--- src/adc_power_pkg.sv ---
// Purpose: Constants shared by the converter power-mode control block.
// Assumes: One 16-bit control/status register reached over a plain strobe port.
// Notes: Field positions, reset values and the register offset live here.
package adc_power_pkg;
    localparam int unsigned DATA_W = 16;
    localparam int unsigned ADDR_W = 4;
    localparam int unsigned DLY_W = 6;
    localparam logic [ADDR_W-1:0] ADC_POWER_CONTROL_OFS = 4'h0;
    localparam int unsigned BIT_CONV_A_MANUAL_OFF = 0;
    localparam int unsigned BIT_CONV_B_MANUAL_OFF = 1;
    localparam int unsigned BIT_VREF_MANUAL_OFF = 2;
    localparam int unsigned BIT_AUTO_POWERDOWN = 3;
    localparam int unsigned DLY_LSB = 4;
    localparam int unsigned DLY_MSB = 9;
    localparam int unsigned BIT_CONV_A_STATE = 10;
    localparam int unsigned BIT_CONV_B_STATE = 11;
    localparam int unsigned BIT_VREF_STATE = 12;
    localparam int unsigned BIT_AUTO_STANDBY = 15;
    localparam logic [DLY_W-1:0] DLY_RESET = 6'h0D;
    localparam logic [2:0] MANUAL_OFF_RESET = 3'h7;
    typedef enum logic [1:0] {
        ST_IDLE = 2'b00,
        ST_WAKE = 2'b01,
        ST_RUN = 2'b11
    } pwr_state_e;
endpackage : adc_power_pkg

--- src/adc_power_mode_control.sv ---
// Purpose: Power-mode control of a two-converter ADC: manual off, auto modes, start-up delay.
// Assumes: Runs on the ADC clock; scan requests and busy flags come from the scan sequencer.
// Notes: The start-up delay is counted by a small timer instance.
`timescale 1ns/1ps
// Functional notes
// Each converter and reference can power down
// Software keeps reference and one converter on
// Manual off forces; automatic control also exists
// Idle means no scan on either converter
// Standby current only at standby clock
// Current mode changes only while idle
// Both converters share one current mode
// Auto modes delay each idle-to-active start
// Auto standby bit 15, ignored under powerdown
// Standby idle: standby clock, standby current
// Scan start: conversion clock, then delay
// Back to idle: standby clock again
// B status sets at once, clears after delay
// Auto powerdown: B status shows present power
// Reference status bit 12 shows its power
// Manual off immediate; clear gives steady/on-demand
// Auto powerdown powers converters only for scans
// Delay field bits 9..4, resets to 13
// Mode enabled mid-scan waits for idle
// Bits 14 and 13 read zero
module adc_power_mode_control (
    input wire logic i_clk,
    input wire logic i_rst,
    input wire logic [adc_power_pkg::ADDR_W-1:0] i_addr,
    input wire logic [adc_power_pkg::DATA_W-1:0] i_wdata,
    input wire logic i_wr,
    input wire logic i_rd,
    output logic [adc_power_pkg::DATA_W-1:0] o_rdata,
    input wire logic i_scan_req,
    input wire logic [1:0] i_scan_uses,
    input wire logic i_conv_a_busy,
    input wire logic i_conv_b_busy,
    output logic o_scan_go,
    output logic o_conv_a_power_on,
    output logic o_conv_b_power_on,
    output logic o_vref_power_on,
    output logic o_standby_clk_sel,
    output logic o_standby_current
);
    import adc_power_pkg::*;

    logic conv_a_manual_off_ff;
    logic conv_b_manual_off_ff;
    logic vref_manual_off_ff;
    logic auto_powerdown_enable_ff;
    logic auto_standby_enable_ff;
    logic [DLY_W-1:0] powerup_delay_count_ff;
    logic conv_a_power_state_ff;
    logic conv_b_power_state_ff;
    pwr_state_e state_ff;
    pwr_state_e nxt_state;
    logic [1:0] need_ff;
    logic timer_start;
    logic timer_done;
    logic [1:0] manual_settle;
    logic [1:0] manual_off;
    logic [1:0] settle_done;
    logic module_idle;
    logic auto_sb;
    logic auto_any;
    logic reg_hit_wr;
    logic [1:0] conv_on;
    logic vref_on;
    logic [DLY_W-1:0] timer_count;

    // Address decode shared by the write and read paths.
    function automatic logic hits_ctrl(input logic [ADDR_W-1:0] a);
        return a == ADC_POWER_CONTROL_OFS;
    endfunction : hits_ctrl

    // Idle when no converter has a scan in progress and no scan is being started.
    assign module_idle = !i_conv_a_busy && !i_conv_b_busy && (state_ff == ST_IDLE);
    assign auto_sb = auto_standby_enable_ff && !auto_powerdown_enable_ff;
    assign auto_any = auto_sb || auto_powerdown_enable_ff;
    assign reg_hit_wr = i_wr && hits_ctrl(i_addr);
    assign manual_off = {conv_b_manual_off_ff, conv_a_manual_off_ff};

    // Register writes; status bits and reserved bits 14..13 are not stored.
    always_ff @(posedge i_clk or posedge i_rst) begin
        if (i_rst) begin
            conv_a_manual_off_ff <= MANUAL_OFF_RESET[0];
            conv_b_manual_off_ff <= MANUAL_OFF_RESET[1];
            vref_manual_off_ff <= MANUAL_OFF_RESET[2];
            auto_powerdown_enable_ff <= 1'b0;
            auto_standby_enable_ff <= 1'b0;
            powerup_delay_count_ff <= DLY_RESET;
        end else if (reg_hit_wr) begin
            conv_a_manual_off_ff <= i_wdata[BIT_CONV_A_MANUAL_OFF];
            conv_b_manual_off_ff <= i_wdata[BIT_CONV_B_MANUAL_OFF];
            vref_manual_off_ff <= i_wdata[BIT_VREF_MANUAL_OFF];
            auto_powerdown_enable_ff <= i_wdata[BIT_AUTO_POWERDOWN];
            auto_standby_enable_ff <= i_wdata[BIT_AUTO_STANDBY];
            powerup_delay_count_ff <= i_wdata[DLY_MSB:DLY_LSB];
        end
    end

    // Wake sequencing: scans in auto modes wait the programmed delay first.
    always_comb begin
        nxt_state = state_ff;
        timer_start = 1'b0;
        case (state_ff)
            ST_IDLE: begin
                if (i_scan_req && !i_conv_a_busy && !i_conv_b_busy) begin
                    if (auto_any) begin
                        nxt_state = ST_WAKE;
                        timer_start = 1'b1;
                    end else begin
                        nxt_state = ST_RUN;
                    end
                end
            end
            ST_WAKE: begin
                if (timer_done) begin
                    nxt_state = ST_RUN;
                end
            end
            ST_RUN: begin
                nxt_state = ST_IDLE;
            end
            default: begin
                nxt_state = ST_IDLE;
            end
        endcase
    end

    // Manual settle timer shares the counter when a power-down is released.
    assign manual_settle = {conv_b_manual_off_ff && reg_hit_wr
                               && !i_wdata[BIT_CONV_B_MANUAL_OFF],
                           conv_a_manual_off_ff && reg_hit_wr
                               && !i_wdata[BIT_CONV_A_MANUAL_OFF]};

    // A release written together with a new delay must count the new delay, not the old.
    assign timer_count = reg_hit_wr ? i_wdata[DLY_MSB:DLY_LSB] : powerup_delay_count_ff;

    powerup_timer #(
        .WIDTH(DLY_W)
    ) u_timer (
        .i_clk(i_clk),
        .i_rst(i_rst),
        .i_start(timer_start || (|manual_settle)),
        .i_count(timer_count),
        .o_done(timer_done)
    );

    // State register and the set of converters the pending scan needs.
    always_ff @(posedge i_clk or posedge i_rst) begin
        if (i_rst) begin
            state_ff <= ST_IDLE;
            need_ff <= 2'b00;
        end else begin
            state_ff <= nxt_state;
            if (timer_start) begin
                need_ff <= i_scan_uses;
            end else if (module_idle) begin
                need_ff <= 2'b00;
            end
        end
    end

    // Converter power: manual off wins; auto powerdown powers only needed units.
    generate
        for (genvar gi = 0; gi < 2; gi++) begin : g_conv
            logic busy;
            assign busy = (gi == 0) ? i_conv_a_busy : i_conv_b_busy;
            assign conv_on[gi] = !manual_off[gi] && (!auto_powerdown_enable_ff
                || need_ff[gi] || busy);
            assign settle_done[gi] = timer_done && !manual_off[gi];
        end
    endgenerate

    // Reference runs when not forced off or while any converter runs.
    assign vref_on = !vref_manual_off_ff || (|conv_on);

    // Power status: set at once on manual off; cleared after the settle delay, or under auto powerdown once the converter is powered.
    always_ff @(posedge i_clk or posedge i_rst) begin
        if (i_rst) begin
            conv_a_power_state_ff <= 1'b1;
            conv_b_power_state_ff <= 1'b1;
        end else if (auto_powerdown_enable_ff) begin
            conv_a_power_state_ff <= !conv_on[0];
            conv_b_power_state_ff <= !conv_on[1];
        end else begin
            if (manual_off[0]) begin
                conv_a_power_state_ff <= 1'b1;
            end else if (settle_done[0]) begin
                conv_a_power_state_ff <= 1'b0;
            end
            if (manual_off[1]) begin
                conv_b_power_state_ff <= 1'b1;
            end else if (settle_done[1]) begin
                conv_b_power_state_ff <= 1'b0;
            end
        end
    end

    // Physical controls; clock and current change only while idle so a scan is never cut.
    always_ff @(posedge i_clk or posedge i_rst) begin
        if (i_rst) begin
            o_conv_a_power_on <= 1'b0;
            o_conv_b_power_on <= 1'b0;
            o_vref_power_on <= 1'b0;
            o_standby_clk_sel <= 1'b0;
            o_standby_current <= 1'b0;
            o_scan_go <= 1'b0;
        end else begin
            o_conv_a_power_on <= conv_on[0];
            o_conv_b_power_on <= conv_on[1];
            o_vref_power_on <= vref_on;
            o_scan_go <= (state_ff == ST_WAKE && timer_done)
                || (state_ff == ST_IDLE && nxt_state == ST_RUN);
            if (timer_start) begin
                o_standby_clk_sel <= 1'b0;
                o_standby_current <= 1'b0;
            end else if (module_idle && nxt_state == ST_IDLE) begin
                o_standby_clk_sel <= auto_sb;
                o_standby_current <= auto_sb;
            end
        end
    end

    // Read path: one cycle of latency, unmapped addresses read zero.
    always_ff @(posedge i_clk or posedge i_rst) begin
        if (i_rst) begin
            o_rdata <= '0;
        end else if (i_rd && hits_ctrl(i_addr)) begin
            o_rdata <= '0;
            o_rdata[BIT_AUTO_STANDBY] <= auto_standby_enable_ff;
            o_rdata[BIT_VREF_STATE] <= !vref_on;
            o_rdata[BIT_CONV_B_STATE] <= conv_b_power_state_ff;
            o_rdata[BIT_CONV_A_STATE] <= conv_a_power_state_ff;
            o_rdata[DLY_MSB:DLY_LSB] <= powerup_delay_count_ff;
            o_rdata[BIT_AUTO_POWERDOWN] <= auto_powerdown_enable_ff;
            o_rdata[BIT_VREF_MANUAL_OFF] <= vref_manual_off_ff;
            o_rdata[BIT_CONV_B_MANUAL_OFF] <= conv_b_manual_off_ff;
            o_rdata[BIT_CONV_A_MANUAL_OFF] <= conv_a_manual_off_ff;
        end else begin
            o_rdata <= '0;
        end
    end

    property p_b_status_set;
        @(posedge i_clk) disable iff (i_rst)
        conv_b_manual_off_ff |=> conv_b_power_state_ff;
    endproperty
    a_b_status_set: assert property (p_b_status_set) else $error("B status not set");

    property p_b_auto;
        @(posedge i_clk) disable iff (i_rst)
        auto_powerdown_enable_ff && $stable(auto_powerdown_enable_ff)
            |=> conv_b_power_state_ff == !$past(conv_on[1]);
    endproperty
    a_b_auto: assert property (p_b_auto) else $error("B status wrong in auto");

    property p_same_current;
        @(posedge i_clk) disable iff (i_rst)
        o_standby_current == o_standby_clk_sel;
    endproperty
    a_same_current: assert property (p_same_current) else $error("Current and clock differ");

    property p_no_standby_busy;
        @(posedge i_clk) disable iff (i_rst)
        $rose(o_standby_current) |-> $past(module_idle);
    endproperty
    a_no_standby_busy: assert property (p_no_standby_busy) else $error("Standby while busy");

    property p_wake_clock;
        @(posedge i_clk) disable iff (i_rst)
        timer_start |=> !o_standby_clk_sel && !o_scan_go;
    endproperty
    a_wake_clock: assert property (p_wake_clock) else $error("Wake did not switch clock");

    property p_pd_wins;
        @(posedge i_clk) disable iff (i_rst)
        auto_powerdown_enable_ff && module_idle && !timer_start |=> !o_standby_clk_sel;
    endproperty
    a_pd_wins: assert property (p_pd_wins) else $error("Standby under auto powerdown");

    property p_manual_off;
        @(posedge i_clk) disable iff (i_rst)
        conv_a_manual_off_ff |=> !o_conv_a_power_on;
    endproperty
    a_manual_off: assert property (p_manual_off) else $error("Converter A on while off");

    property p_reserved;
        @(posedge i_clk) disable iff (i_rst)
        o_rdata[14:13] == 2'b00;
    endproperty
    a_reserved: assert property (p_reserved) else $error("Reserved bits nonzero");

    property p_wake_go;
        @(posedge i_clk) disable iff (i_rst)
        state_ff == ST_WAKE |=> o_scan_go == $past(timer_done);
    endproperty
    a_wake_go: assert property (p_wake_go) else $error("Scan go not tied to delay end");

    c_wake: cover property (@(posedge i_clk) disable iff (i_rst) timer_start ##[1:70] o_scan_go);
    c_standby: cover property (@(posedge i_clk) disable iff (i_rst) $rose(o_standby_clk_sel));
    c_b_clear: cover property (@(posedge i_clk) disable iff (i_rst) $fell(conv_b_power_state_ff));
endmodule : adc_power_mode_control

--- src/powerup_timer.sv ---
// Purpose: Counts a programmed number of clocks after a start pulse.
// Assumes: A load of zero completes on the next clock.
// Notes: Done is a registered level until the next start.
`timescale 1ns/1ps
module powerup_timer #(
    parameter int unsigned WIDTH = 6
) (
    input wire logic i_clk,
    input wire logic i_rst,
    input wire logic i_start,
    input wire logic [WIDTH-1:0] i_count,
    output logic o_done
);
    logic [WIDTH-1:0] cnt_ff;
    logic busy_ff;

    // Load on start, then count down; done rises when the count is spent.
    always_ff @(posedge i_clk or posedge i_rst) begin
        if (i_rst) begin
            cnt_ff <= '0;
            busy_ff <= 1'b0;
            o_done <= 1'b0;
        end else if (i_start) begin
            cnt_ff <= i_count;
            busy_ff <= 1'b1;
            o_done <= 1'b0;
        end else if (busy_ff) begin
            if (cnt_ff <= WIDTH'(1)) begin
                busy_ff <= 1'b0;
                o_done <= 1'b1;
            end
            cnt_ff <= (cnt_ff == '0) ? cnt_ff : cnt_ff - WIDTH'(1);
        end
    end
endmodule : powerup_timer

--- config.mk ---
export PLATFORM = sky130hd
export DESIGN_NAME = adc_power_mode_control
export DESIGN_NICKNAME = d
export VERILOG_FILES = /design/src/adc_power_pkg.sv /design/src/adc_power_mode_control.sv /design/src/powerup_timer.sv
export SDC_FILE = /design/constraint.sdc
export NUM_CORES = 1
export LEC_CHECK = 0
export BUFFER_PORTS_ARGS = -buffer_cell sky130_fd_sc_hd__clkbuf_2
export CAP_MARGIN = 20
export CORE_ASPECT_RATIO = 0.8
export CORE_UTILIZATION = 35
export CTS_CLUSTER_SIZE = 16
export DETAILED_ROUTE_END_ITERATION = 10
export PLACE_DENSITY = 0.62
export SLEW_MARGIN = 20
export SYNTH_ARGS = -nofsm -noshare
export SYNTH_HDL_FRONTEND = slang
export SYNTH_SLANG_ARGS = --single-unit
--- constraint.sdc ---
create_clock -name i_clk -period 2.9 [get_ports i_clk]
set_input_delay 0.58 -clock i_clk [delete_from_list [all_inputs] [get_ports i_clk]]
set_output_delay 0.58 -clock i_clk [all_outputs]
set_load 0.005 [all_outputs]
==> results_dict.tcl, run 1 <==
set metrics [dict create \
    outcome "completed" \
    ys_types 41 \
    combPwrFrac_pct 26.9 \
    p_per_area_nw_per_um2 786 \
    fin_crit_sh_pct 64.3 \
    ys_seq_area_share_pct 59.8 \
    cts_tree "built" \
    grt_max_degree 45 \
    setup_slack_ns 1.04 \
    synth_area_leaders "dfrtp_1 48%, dfstp_2 11%, mux2_2 7.9%" \
    grt_pass1_wl_microns 5750 \
    synthAdderAreaFrac_pct 2.02 \
    criticalPathCategory "reg -> reg" \
    fill_cells 507 \
    worstPathCellList "nor4_1 -> a21oi_1 -> mux2_2 -> mux2_2" \
    synth-xor-area-share_pct 0.471 \
    fin_util_pct 43.6 \
    path_delay_family "simple AND/OR/NAND/NOR gates" \
    firstDrtPassIters 4 \
    cap_violations 0 \
    tightestPinTransition_ns 0.698 \
    clock-sinks 44 \
    skew_ns 0.00712 \
    drc 0 \
    clk_pin_slew_worst_paths_ns 0.08 \
    routedWlPerCell_microns 13.0 \
    core_sq_um 5060 \
    final_nets 229 \
    final_cell_count_no_fill 260 \
    arrival_ns 2.04 \
    cp.required_ns 3.08 \
    finalSetupViolCount 0 \
    gp_congestion 0.791 \
    grt_pass1_vias 1215 \
    seqPwrFrac_pct 52.5 \
    synthCells 152 \
    via_per_inst 4.78 \
    yosysTopAreaCell "dfrtp_1" \
    synth_area_per_cell_sq_um 12.2 \
    root_buffer "clkbuf_8" \
    synth-seq-cells 44 \
    worst_setup_path_start_kind "flip-flop" \
    slew_viol_final 0 \
    synth_compound_area_share_pct 9.23 \
    cts_setup_buffers 0 \
    grt-ovfl-total 0 \
    hold_path_class "in -> async" \
    cpMostUsedCell "mux2_2" \
    n_antenna_cell 0 \
    fmax_mhz 536 \
    p_sw_share_pct 30.5 \
    hold_buffers 0 \
    slew_headroom_pct 53.0 \
    top_layer_used "met4" \
    rsz0062_at_grt "no" \
    synth.mux.area_fraction_pct 10.0 \
    drt-initial-drc-count 51 \
    hold_viol 0 \
    p_switching_uw 530 \
    gr-usage-all-layers_pct 13.2 \
    met3_length_microns 181 \
    peakVddDrop_uv 275 \
    clock_latency_ns 0.28 \
    antenna_found_initial 0 \
    place_inst 252 \
    p_leak_nw 1.13 \
    wirelength_microns 3390 \
    multi_input_area_sq_um 688 \
    ctsHtreeMaxLevel 2 \
    intPower_mw 1.21 \
    numPortBuffers 43 \
    ant_nets 0 \
    preCtsSetupSlack_ns 0.775 \
    synth_top_family_by_area "simple AND/OR/NAND/NOR gates" \
    cts_inserted_buffers 5 \
    power_frac_clock_pct 20.7 \
    cp.buffers_inverters 0 \
    postCtsResizedCells 0 \
    clock_path_buffers 2 \
    die_w_microns 83.5 \
    die_y_microns 67.2 \
    syn_area_sq_um 1860 \
    seq_area_sq_um 1110 \
    rows 23 \
    routed-wl-met2_microns 1430 \
    crit_fanout 6 \
    synth_top_area_share_pct 48.5 \
    syn2layout_area_growth_pct 18.8 \
    cp_slowest_stage_delay_ns 0.63 \
    synth-simple-area-share_pct 14.9 \
    drive_gt1_share_pct 39.4 \
    io_pins 51 \
    post-route-min-period_ns 1.86 \
    die_area_sq_um 5610 \
    slowest_stage "nor4_1" \
    start_util_pct 36.7 \
    vias 1242 \
    crit_path_end_kind "flip-flop" \
    setup_tns_ns 0 \
    drt-met1-wl_microns 1740 \
    ys_warn_count 0 \
    hpwlAfterDp_microns 2440 \
]
-- final timing paths --
check | start | to | slack (ns) | cells past startpoint
max | u_timer.cnt_ff[2] | u_timer.cnt_ff[4] | 1.04 | 4
min | i_rst | powerup_delay_count_ff[1] | 0.39 | 3
max reg2reg | u_timer.cnt_ff[2] | u_timer.cnt_ff[4] | 1.04 | 4
min reg2reg | conv_a_power_state_ff | conv_a_power_state_ff | 0.46 | 2
max in group asynchronous | i_rst | conv_a_manual_off_ff | 2.11 | 3
min in group i_clk | conv_a_power_state_ff | conv_a_power_state_ff | 0.46 | 2
-- Yosys cell counts (all sizes together) --
cell type  count
a211o          1
o2bb2ai        1
nand4b         1
o21ba          1
and2           1
xnor2          1
nor2          11
o21ai          2
or3b           1
a221oi         1
a31oi          1
nand3          2
a21oi          6
dfstp          8
and3          13
conb           1
or3            1
inv            5
nor3           3
nand2         11
nor4           2
o21a           1
a21o           2
clkbuf         3
buf            5
dfrtp         36
o211ai         1
o22a           1
or4            2
mux2          15
a22o           2
mux2i          1
nor2b          2
a211oi         1
ha             3
a21boi         1
o32ai          2
-- logic make-up (layout without fill, tap and decap cells) --
group           Yosys count  after routing
simple gates             50             50
flops                    44             44
compound gates           24             24
mux                      16             16
buf+inv                  13             58
fa+ha+maj                 3              3
other cells               1              2
xor+xnor                  1              1
-- area by class of cell --
class,instances,share of cell area (%)
flip-flops and latches,44,50.3
multi-input cells,96,31.2
repair buffers,45,10.4
well taps,62,3.51
clock buffers,7,3.46
inverters,5,0.850
clock inverters,1,0.227
-- power groups by stage --
stage          registers, mW  logic [mW]  clock network (mW)
4_1_cts                0.910       0.472               0.374
3_5_place_dp           0.920       0.469                   0
2_1_floorplan          0.885       0.369                   0
3_3_place_gp           0.918       0.457                   0
6_report               0.910       0.466               0.359
5_1_grt                0.936       0.539               0.396
-- worst min-delay path: stages --
cell	delay, ns
clkbuf_2	0.08
inv_1	0.04
buf_4	0.43
-- flip-flops by register name, indices dropped and copies added (netlist names) --
name                      count
vref_manual_off_ff            1
o_conv_b_power_on             1
auto_standby_enable_ff        1
need_ff                       2
powerup_delay_count_ff        6
conv_a_manual_off_ff          1
state_ff                      2
u_timer.busy_ff               1
o_standby_current             1
u_timer.cnt_ff                6
conv_a_power_state_ff         1
o_vref_power_on               1
conv_b_manual_off_ff          1
o_conv_a_power_on             1
auto_powerdown_enable_ff      1
u_timer.o_done                1
o_rdata                      14
conv_b_power_state_ff         1
o_scan_go                     1
-- metal layers --
layer  up-vias  global-route usage (%)
met5         -                       0
met4         0                    4.45
met3         4                    3.91
met2        33                    19.2
met1       584                    19.0
li1        621                       -
-- per-stage QoR --
step,hold slack [ns],instance area [sq um],power (mW)
2_1_floorplan,0.436,1860,1.25
3_3_place_gp,0.445,2130,1.38
3_5_place_dp,0.449,2130,1.39
4_1_cts,0.422,2210,1.76
5_1_grt,0.471,2210,1.87
6_report,0.392,2210,1.74
-- cells in the final DEF (no fill, tap or decap), drive strengths merged, types with 3 or more instances in the layout --
| cell | synthesis | routed |
|---|---|---|
| dfstp | 8 | 8 |
| nand2 | 11 | 11 |
| nor2 | 11 | 11 |
| clkbuf | 3 | 50 |
| ha | 3 | 3 |
| dfrtp | 36 | 36 |
| a21oi | 6 | 6 |
| nor3 | 3 | 3 |
| inv | 5 | 5 |
| mux2 | 15 | 15 |
| and3 | 13 | 13 |
No activity file was read; power rests on OpenSTA's default activity.
==> run 2, diff against run 1 <==
--- a/config.mk
+++ b/config.mk
@@ -11,7 +11,7 @@
 export CORE_UTILIZATION = 35
 export CTS_CLUSTER_SIZE = 16
 export DETAILED_ROUTE_END_ITERATION = 10
-export PLACE_DENSITY = 0.62
+export PLACE_DENSITY = 0.64
 export SLEW_MARGIN = 20
 export SYNTH_ARGS = -nofsm -noshare
 export SYNTH_HDL_FRONTEND = slang
==> constraint.sdc (replaced) <==
create_clock -name i_clk -period 1.55 [get_ports i_clk]
set_input_delay 0.31 -clock i_clk [delete_from_list [all_inputs] [get_ports i_clk]]
set_output_delay 0.31 -clock i_clk [all_outputs]
set_load 0.005 [all_outputs]
==> results_dict.tcl, run 2 (synthesis gave the netlist of run 1 again) <==
set metrics [dict create \
    outcome "finished, violations left" \
    failed_checks "negative setup slack" \
    clock_latency_ns 0.29 \
    combPwrFrac_pct 37.4 \
    fill_cells 474 \
    start_util_pct 36.7 \
    antenna_found_initial 0 \
    drt-initial-drc-count 75 \
    p_switching_mw 1.18 \
    grt_busiest_layer "met2" \
    largest_reg_flops 14 \
    clk_pin_slew_worst_paths_ns 0.08 \
    power_frac_clock_pct 17.8 \
    intPower_mw 2.56 \
    rsz0062_at_grt "yes" \
    root_buffer "clkbuf_8" \
    cts_inserted_buffers 5 \
    numPortBuffers 43 \
    fmax_mhz 577 \
    final_nets 252 \
    setup_tns_ns -0.435 \
    syn2layout_area_growth_pct 33.3 \
    crit_fanout 3 \
    slowest_stage "or4_1" \
    vias 1353 \
    via_per_inst 4.80 \
    die_area_sq_um 5610 \
    grt_util_met3_pct 4.28 \
    fin_crit_sh_pct 112 \
    die_w_microns 83.5 \
    n_antenna_cell 0 \
    cp_slowest_stage_delay_ns 0.52 \
    slew_viol_final 0 \
    p_sw_share_pct 31.6 \
    seq_area_sq_um 1110 \
    clock_path_buffers 2 \
    cap_violations 0 \
    seqPwrFrac_pct 44.8 \
    arrival_ns 1.94 \
    ant_nets 0 \
    hold_path_class "in -> async" \
    final_cell_count_no_fill 282 \
    criticalPathCategory "reg -> reg" \
    wirelength_microns 3740 \
    skew_ns 0.00613 \
    reg_top3 "o_rdata (14), powerup_delay_count_ff (6), u_timer.cnt_ff (6)" \
    cp.required_ns 1.75 \
    p_leak_nw 1.27 \
    clock-sinks 44 \
    core_sq_um 5060 \
    grt_pass1_wl_microns 6210 \
    grt-ovfl-total 0 \
    drc 0 \
    multi_input_area_sq_um 761 \
    final_common_cell "clkbuf_2" \
    gr-usage-all-layers_pct 14.4 \
    rows 23 \
    grt_pass1_vias 1357 \
    hpwlAfterDp_microns 2670 \
    p_per_area_nw_per_um2 1510 \
    crit_path_end_kind "flip-flop" \
    ctsHtreeMaxLevel 2 \
    io_pins 51 \
    finalSetupViolCount 6 \
    gp_congestion 0.793 \
    use_met2_pct 22.6 \
    peakVddDrop_uv 604 \
    post-route-min-period_ns 1.73 \
    die_y_microns 67.2 \
    cp.buffers_inverters 0 \
    cts_tree "built" \
    worstPathCellList "or4_1 -> a211o_1 -> or3_1 -> a31oi_1" \
    met1_usage_pct 19.2 \
    place_inst 270 \
    mostFrequentLayoutCells "43 x clkbuf_2, 35 x dfrtp_1, 21 x buf_4" \
    routedWlPerCell_microns 13.3 \
    drive_gt1_share_pct 50.9 \
    firstDrtPassIters 4 \
    hold_viol 0 \
    setup_slack_ns -0.183 \
    hold_buffers 0 \
    grt_max_degree 45 \
    worst_setup_path_start_kind "flip-flop" \
    top_register "o_rdata" \
    path_delay_family "simple AND/OR/NAND/NOR gates" \
]
==> run 2: changes by cell type in the layout (fill, tap and decap cells not counted), sizes merged <==
cell and change:
buf +23, clkbuf -2, clkinvlp +1
==> run 2: metrics by stage <==
stage / util (%) / hold WS (ns) / power (mW) / cell area [sq um] / setup WS [ns]
after CTS: 48.0 / 0.0627 / 3.65 / 2430 / -0.166
after global routing: 48.9 / 0.0714 / 4.02 / 2480 / -0.246
after global placement: 45.0 / 0.371 / 2.78 / 2280 / -0.149
after detailed placement: 45.0 / 0.380 / 2.81 / 2280 / -0.178
final: 48.9 / 0.0479 / 3.74 / 2480 / -0.183
after floorplan: - / 0.436 / 2.36 / 1870 / -0.0622
==> run 2: final cells by class <==
type	count	area share, %
Clock buffer	5	2.78
Multi-Input combinational cell	96	30.7
Inverter	5	0.758
Timing Repair Buffer	68	17.2
Sequential cell	44	44.9
Clock inverter	2	0.505
Tap cell	62	3.13
==> run 2: layer usage <==
layer | vias to the layer above | wire length, microns
met5 | - | 0
met4 | 0 | 22
met3 | 2 | 194
met2 | 43 | 1720
met1 | 647 | 1800
li1 | 661 | -
==> run 2: worst paths after layout <==
check,start,endpoint,slack (ns),depth (start not counted)
min in group i_clk,i_scan_uses[1],need_ff[1],0.25,2
max reg2reg,u_timer.cnt_ff[1],u_timer.cnt_ff[5],-0.18,4
max,u_timer.cnt_ff[1],u_timer.cnt_ff[5],-0.18,4
min reg2reg,conv_b_power_state_ff,conv_b_power_state_ff,0.46,2
min,i_rst,o_rdata[4],0.05,3
max in group asynchronous,i_rst,conv_a_manual_off_ff,1.22,3
==> run 2: what timing repair did <==
action	CTS	global route
hold endpoints to repair	0	0
pin swaps	5	3
setup endpoints to repair	5	8
cloned	0	0
resized for setup	9	8
buffers inserted	4	1
==> run 2: worst register-to-register path: stages (launching register included) <==
cell and delay, ns:
dfrtp_1 0.40, or4_1 0.52, a211o_1 0.27, or3_1 0.32, a31oi_1 0.15
==> run 2: power by group through the flow <==
stage	sequential [mW]	combinational, mW	clock (mW)
after floorplan	1.67	0.693	0
after global placement	1.68	1.09	0
after detailed placement	1.69	1.12	0
after CTS	1.67	1.29	0.691
after global routing	1.72	1.56	0.741
final	1.68	1.40	0.665
==> run 3, diff against run 2 <==
--- a/config.mk
+++ b/config.mk
@@ -11,7 +11,7 @@
 export CORE_UTILIZATION = 35
 export CTS_CLUSTER_SIZE = 16
 export DETAILED_ROUTE_END_ITERATION = 10
-export PLACE_DENSITY = 0.64
+export PLACE_DENSITY = 0.62
 export SLEW_MARGIN = 20
 export SYNTH_ARGS = -nofsm -noshare
 export SYNTH_HDL_FRONTEND = slang
==> constraint.sdc (replaced) <==
create_clock -name i_clk -period 2.25 [get_ports i_clk]
set_input_delay 0.45 -clock i_clk [delete_from_list [all_inputs] [get_ports i_clk]]
set_output_delay 0.45 -clock i_clk [all_outputs]
set_load 0.005 [all_outputs]
==> results_dict.tcl, run 3 (synthesis gave the netlist of run 1 again) <==
set metrics [dict create \
    fill_cells 480 \
    tightestPinTransition_ns 0.539 \
    firstDrtPassIters 4 \
    cp.buffers_inverters 0 \
    worstPathCellList "or4_1 -> a211o_1 -> or3_1 -> a31oi_1" \
    largest_reg_flops 14 \
    slew_headroom_pct 64.1 \
    final_cell_count_no_fill 262 \
    crit_path_end_kind "flip-flop" \
    root_buffer "clkbuf_8" \
    cp_slowest_stage_delay_ns 0.48 \
    drive_gt1_share_pct 40.5 \
    core_sq_um 5060 \
    slowest_stage "or4_1" \
    grt_pass1_wl_microns 5820 \
    ctsHtreeMaxLevel 2 \
    post-route-min-period_ns 1.81 \
    rows 23 \
    criticalPathCategory "reg -> reg" \
    antenna_found_initial 0 \
    reg_top3 "o_rdata (14), powerup_delay_count_ff (6), u_timer.cnt_ff (6)" \
    io_pins 51 \
    hold_path_class "in -> async" \
    vias 1280 \
    die_area_sq_um 5610 \
    crit_fanout 6 \
    hold_viol 0 \
    fmax_mhz 553 \
    worst_setup_path_start_kind "flip-flop" \
    hold_buffers 0 \
    skew_ns 0.00390 \
    drt-initial-drc-count 67 \
    slew_viol_final 0 \
    arrival_ns 2.01 \
    place_inst 254 \
    wirelength_microns 3450 \
    finalSetupViolCount 0 \
    postCtsResizedCells 0 \
    grt-ovfl-total 0 \
    cts_setup_buffers 0 \
    p_leak_nw 1.15 \
    peakVddDrop_uv 412 \
    syn2layout_area_growth_pct 20.3 \
    final_nets 231 \
    clock-sinks 44 \
    path_delay_family "simple AND/OR/NAND/NOR gates" \
    seq_area_sq_um 1110 \
    rsz0062_at_grt "no" \
    cp.required_ns 2.46 \
    ant_nets 0 \
    cts_inserted_buffers 5 \
    gr-usage-all-layers_pct 13.3 \
    start_util_pct 36.7 \
    mostFrequentLayoutCells "43 x clkbuf_2, 36 x dfrtp_1, 13 x mux2_2, 13 x and3_1, 11 x nor2_1" \
    cts_tree "built" \
    n_antenna_cell 0 \
    reg2reg_depth 4 \
    r2r-end "u_timer.cnt_ff[5]" \
    grt_pass1_vias 1196 \
    clock_path_buffers 2 \
    top_register "o_rdata" \
    grt_max_degree 45 \
    numPortBuffers 43 \
    gp_congestion 0.806 \
    final_common_cell "clkbuf_2" \
    outcome "completed" \
    hpwlAfterDp_microns 2510 \
    die_w_microns 83.5 \
    routedWlPerCell_microns 13.2 \
    clock_latency_ns 0.29 \
    cap_violations 0 \
    drc 0 \
    via_per_inst 4.89 \
    die_y_microns 67.2 \
    p_per_area_nw_per_um2 1030 \
    clk_pin_slew_worst_paths_ns 0.08 \
    multi_input_area_sq_um 688 \
    setup_tns_ns 0 \
    fin_crit_sh_pct 80.4 \
    regToRegStartpoint "u_timer.cnt_ff[2]" \
    rrSetupSlack_ns 0.44 \
]
[run 3: cell count changes in the layout (fill, tap and decap cells not counted), sizes merged]
cell,change
buf,-21
clkbuf,+2
clkinv,-1
[run 3: cell type report]
type                    count  share of cell area, %
clock buffers               7                   3.86
flip-flops and latches     44                   49.7
well taps                  62                   3.47
clock inverters             1                  0.336
multi-input cells          96                   30.8
inverters                   5                  0.840
repair buffers             47                   11.0
[run 3: per-layer routing]
metal / vias up / global-route usage, % / share of wire (%)
li1: 624 / - / -
met1: 618 / 19.3 / 53
met2: 34 / 19.0 / 41
met3: 4 / 3.55 / 5.0
met4: 0 / 5.08 / 1.0
met5: - / 0 / 0
[run 3: worst max-delay path by stage]
| stage | start | to | slack, ns | depth (start not counted) |
|---|---|---|---|---|
| after floorplan | i_addr[1] | u_timer.cnt_ff[2] | 0.47 | 5 |
| after global placement | i_addr[1] | u_timer.cnt_ff[1] | 0.33 | 5 |
| after detailed placement | i_addr[1] | u_timer.cnt_ff[2] | 0.27 | 5 |
| final | u_timer.cnt_ff[2] | u_timer.cnt_ff[5] | 0.44 | 4 |
| after CTS | u_timer.cnt_ff[1] | u_timer.cnt_ff[5] | 0.45 | 4 |
| after global routing | u_timer.cnt_ff[2] | u_timer.cnt_ff[5] | 0.37 | 4 |
[run 3: report_power, final]
group	total, mW	internal, mW	switching, mW
Sequential	1.17	1.02	0.148
Combinational	0.626	0.329	0.297
Clock	0.501	0.249	0.252
Total	2.29	1.60	0.697
[run 3: tightest hold or removal path, cell delays in order]
cell,delay (ns)
clkbuf_2,0.08
inv_1,0.04
buf_4,0.45
[run 3: metrics by stage]
stage / power, mW / setup slack (ns) / area (sq um) / hold slack, ns / utilization, %
after floorplan: 1.62 / 0.470 / 1860 / 0.436 / -
after global placement: 1.79 / 0.332 / 2140 / 0.447 / 42.3
after detailed placement: 1.81 / 0.274 / 2140 / 0.448 / 42.3
after CTS: 2.32 / 0.446 / 2230 / 0.295 / 44.1
after global routing: 2.46 / 0.374 / 2230 / 0.323 / 44.1
final: 2.29 / 0.442 / 2230 / 0.277 / 44.1
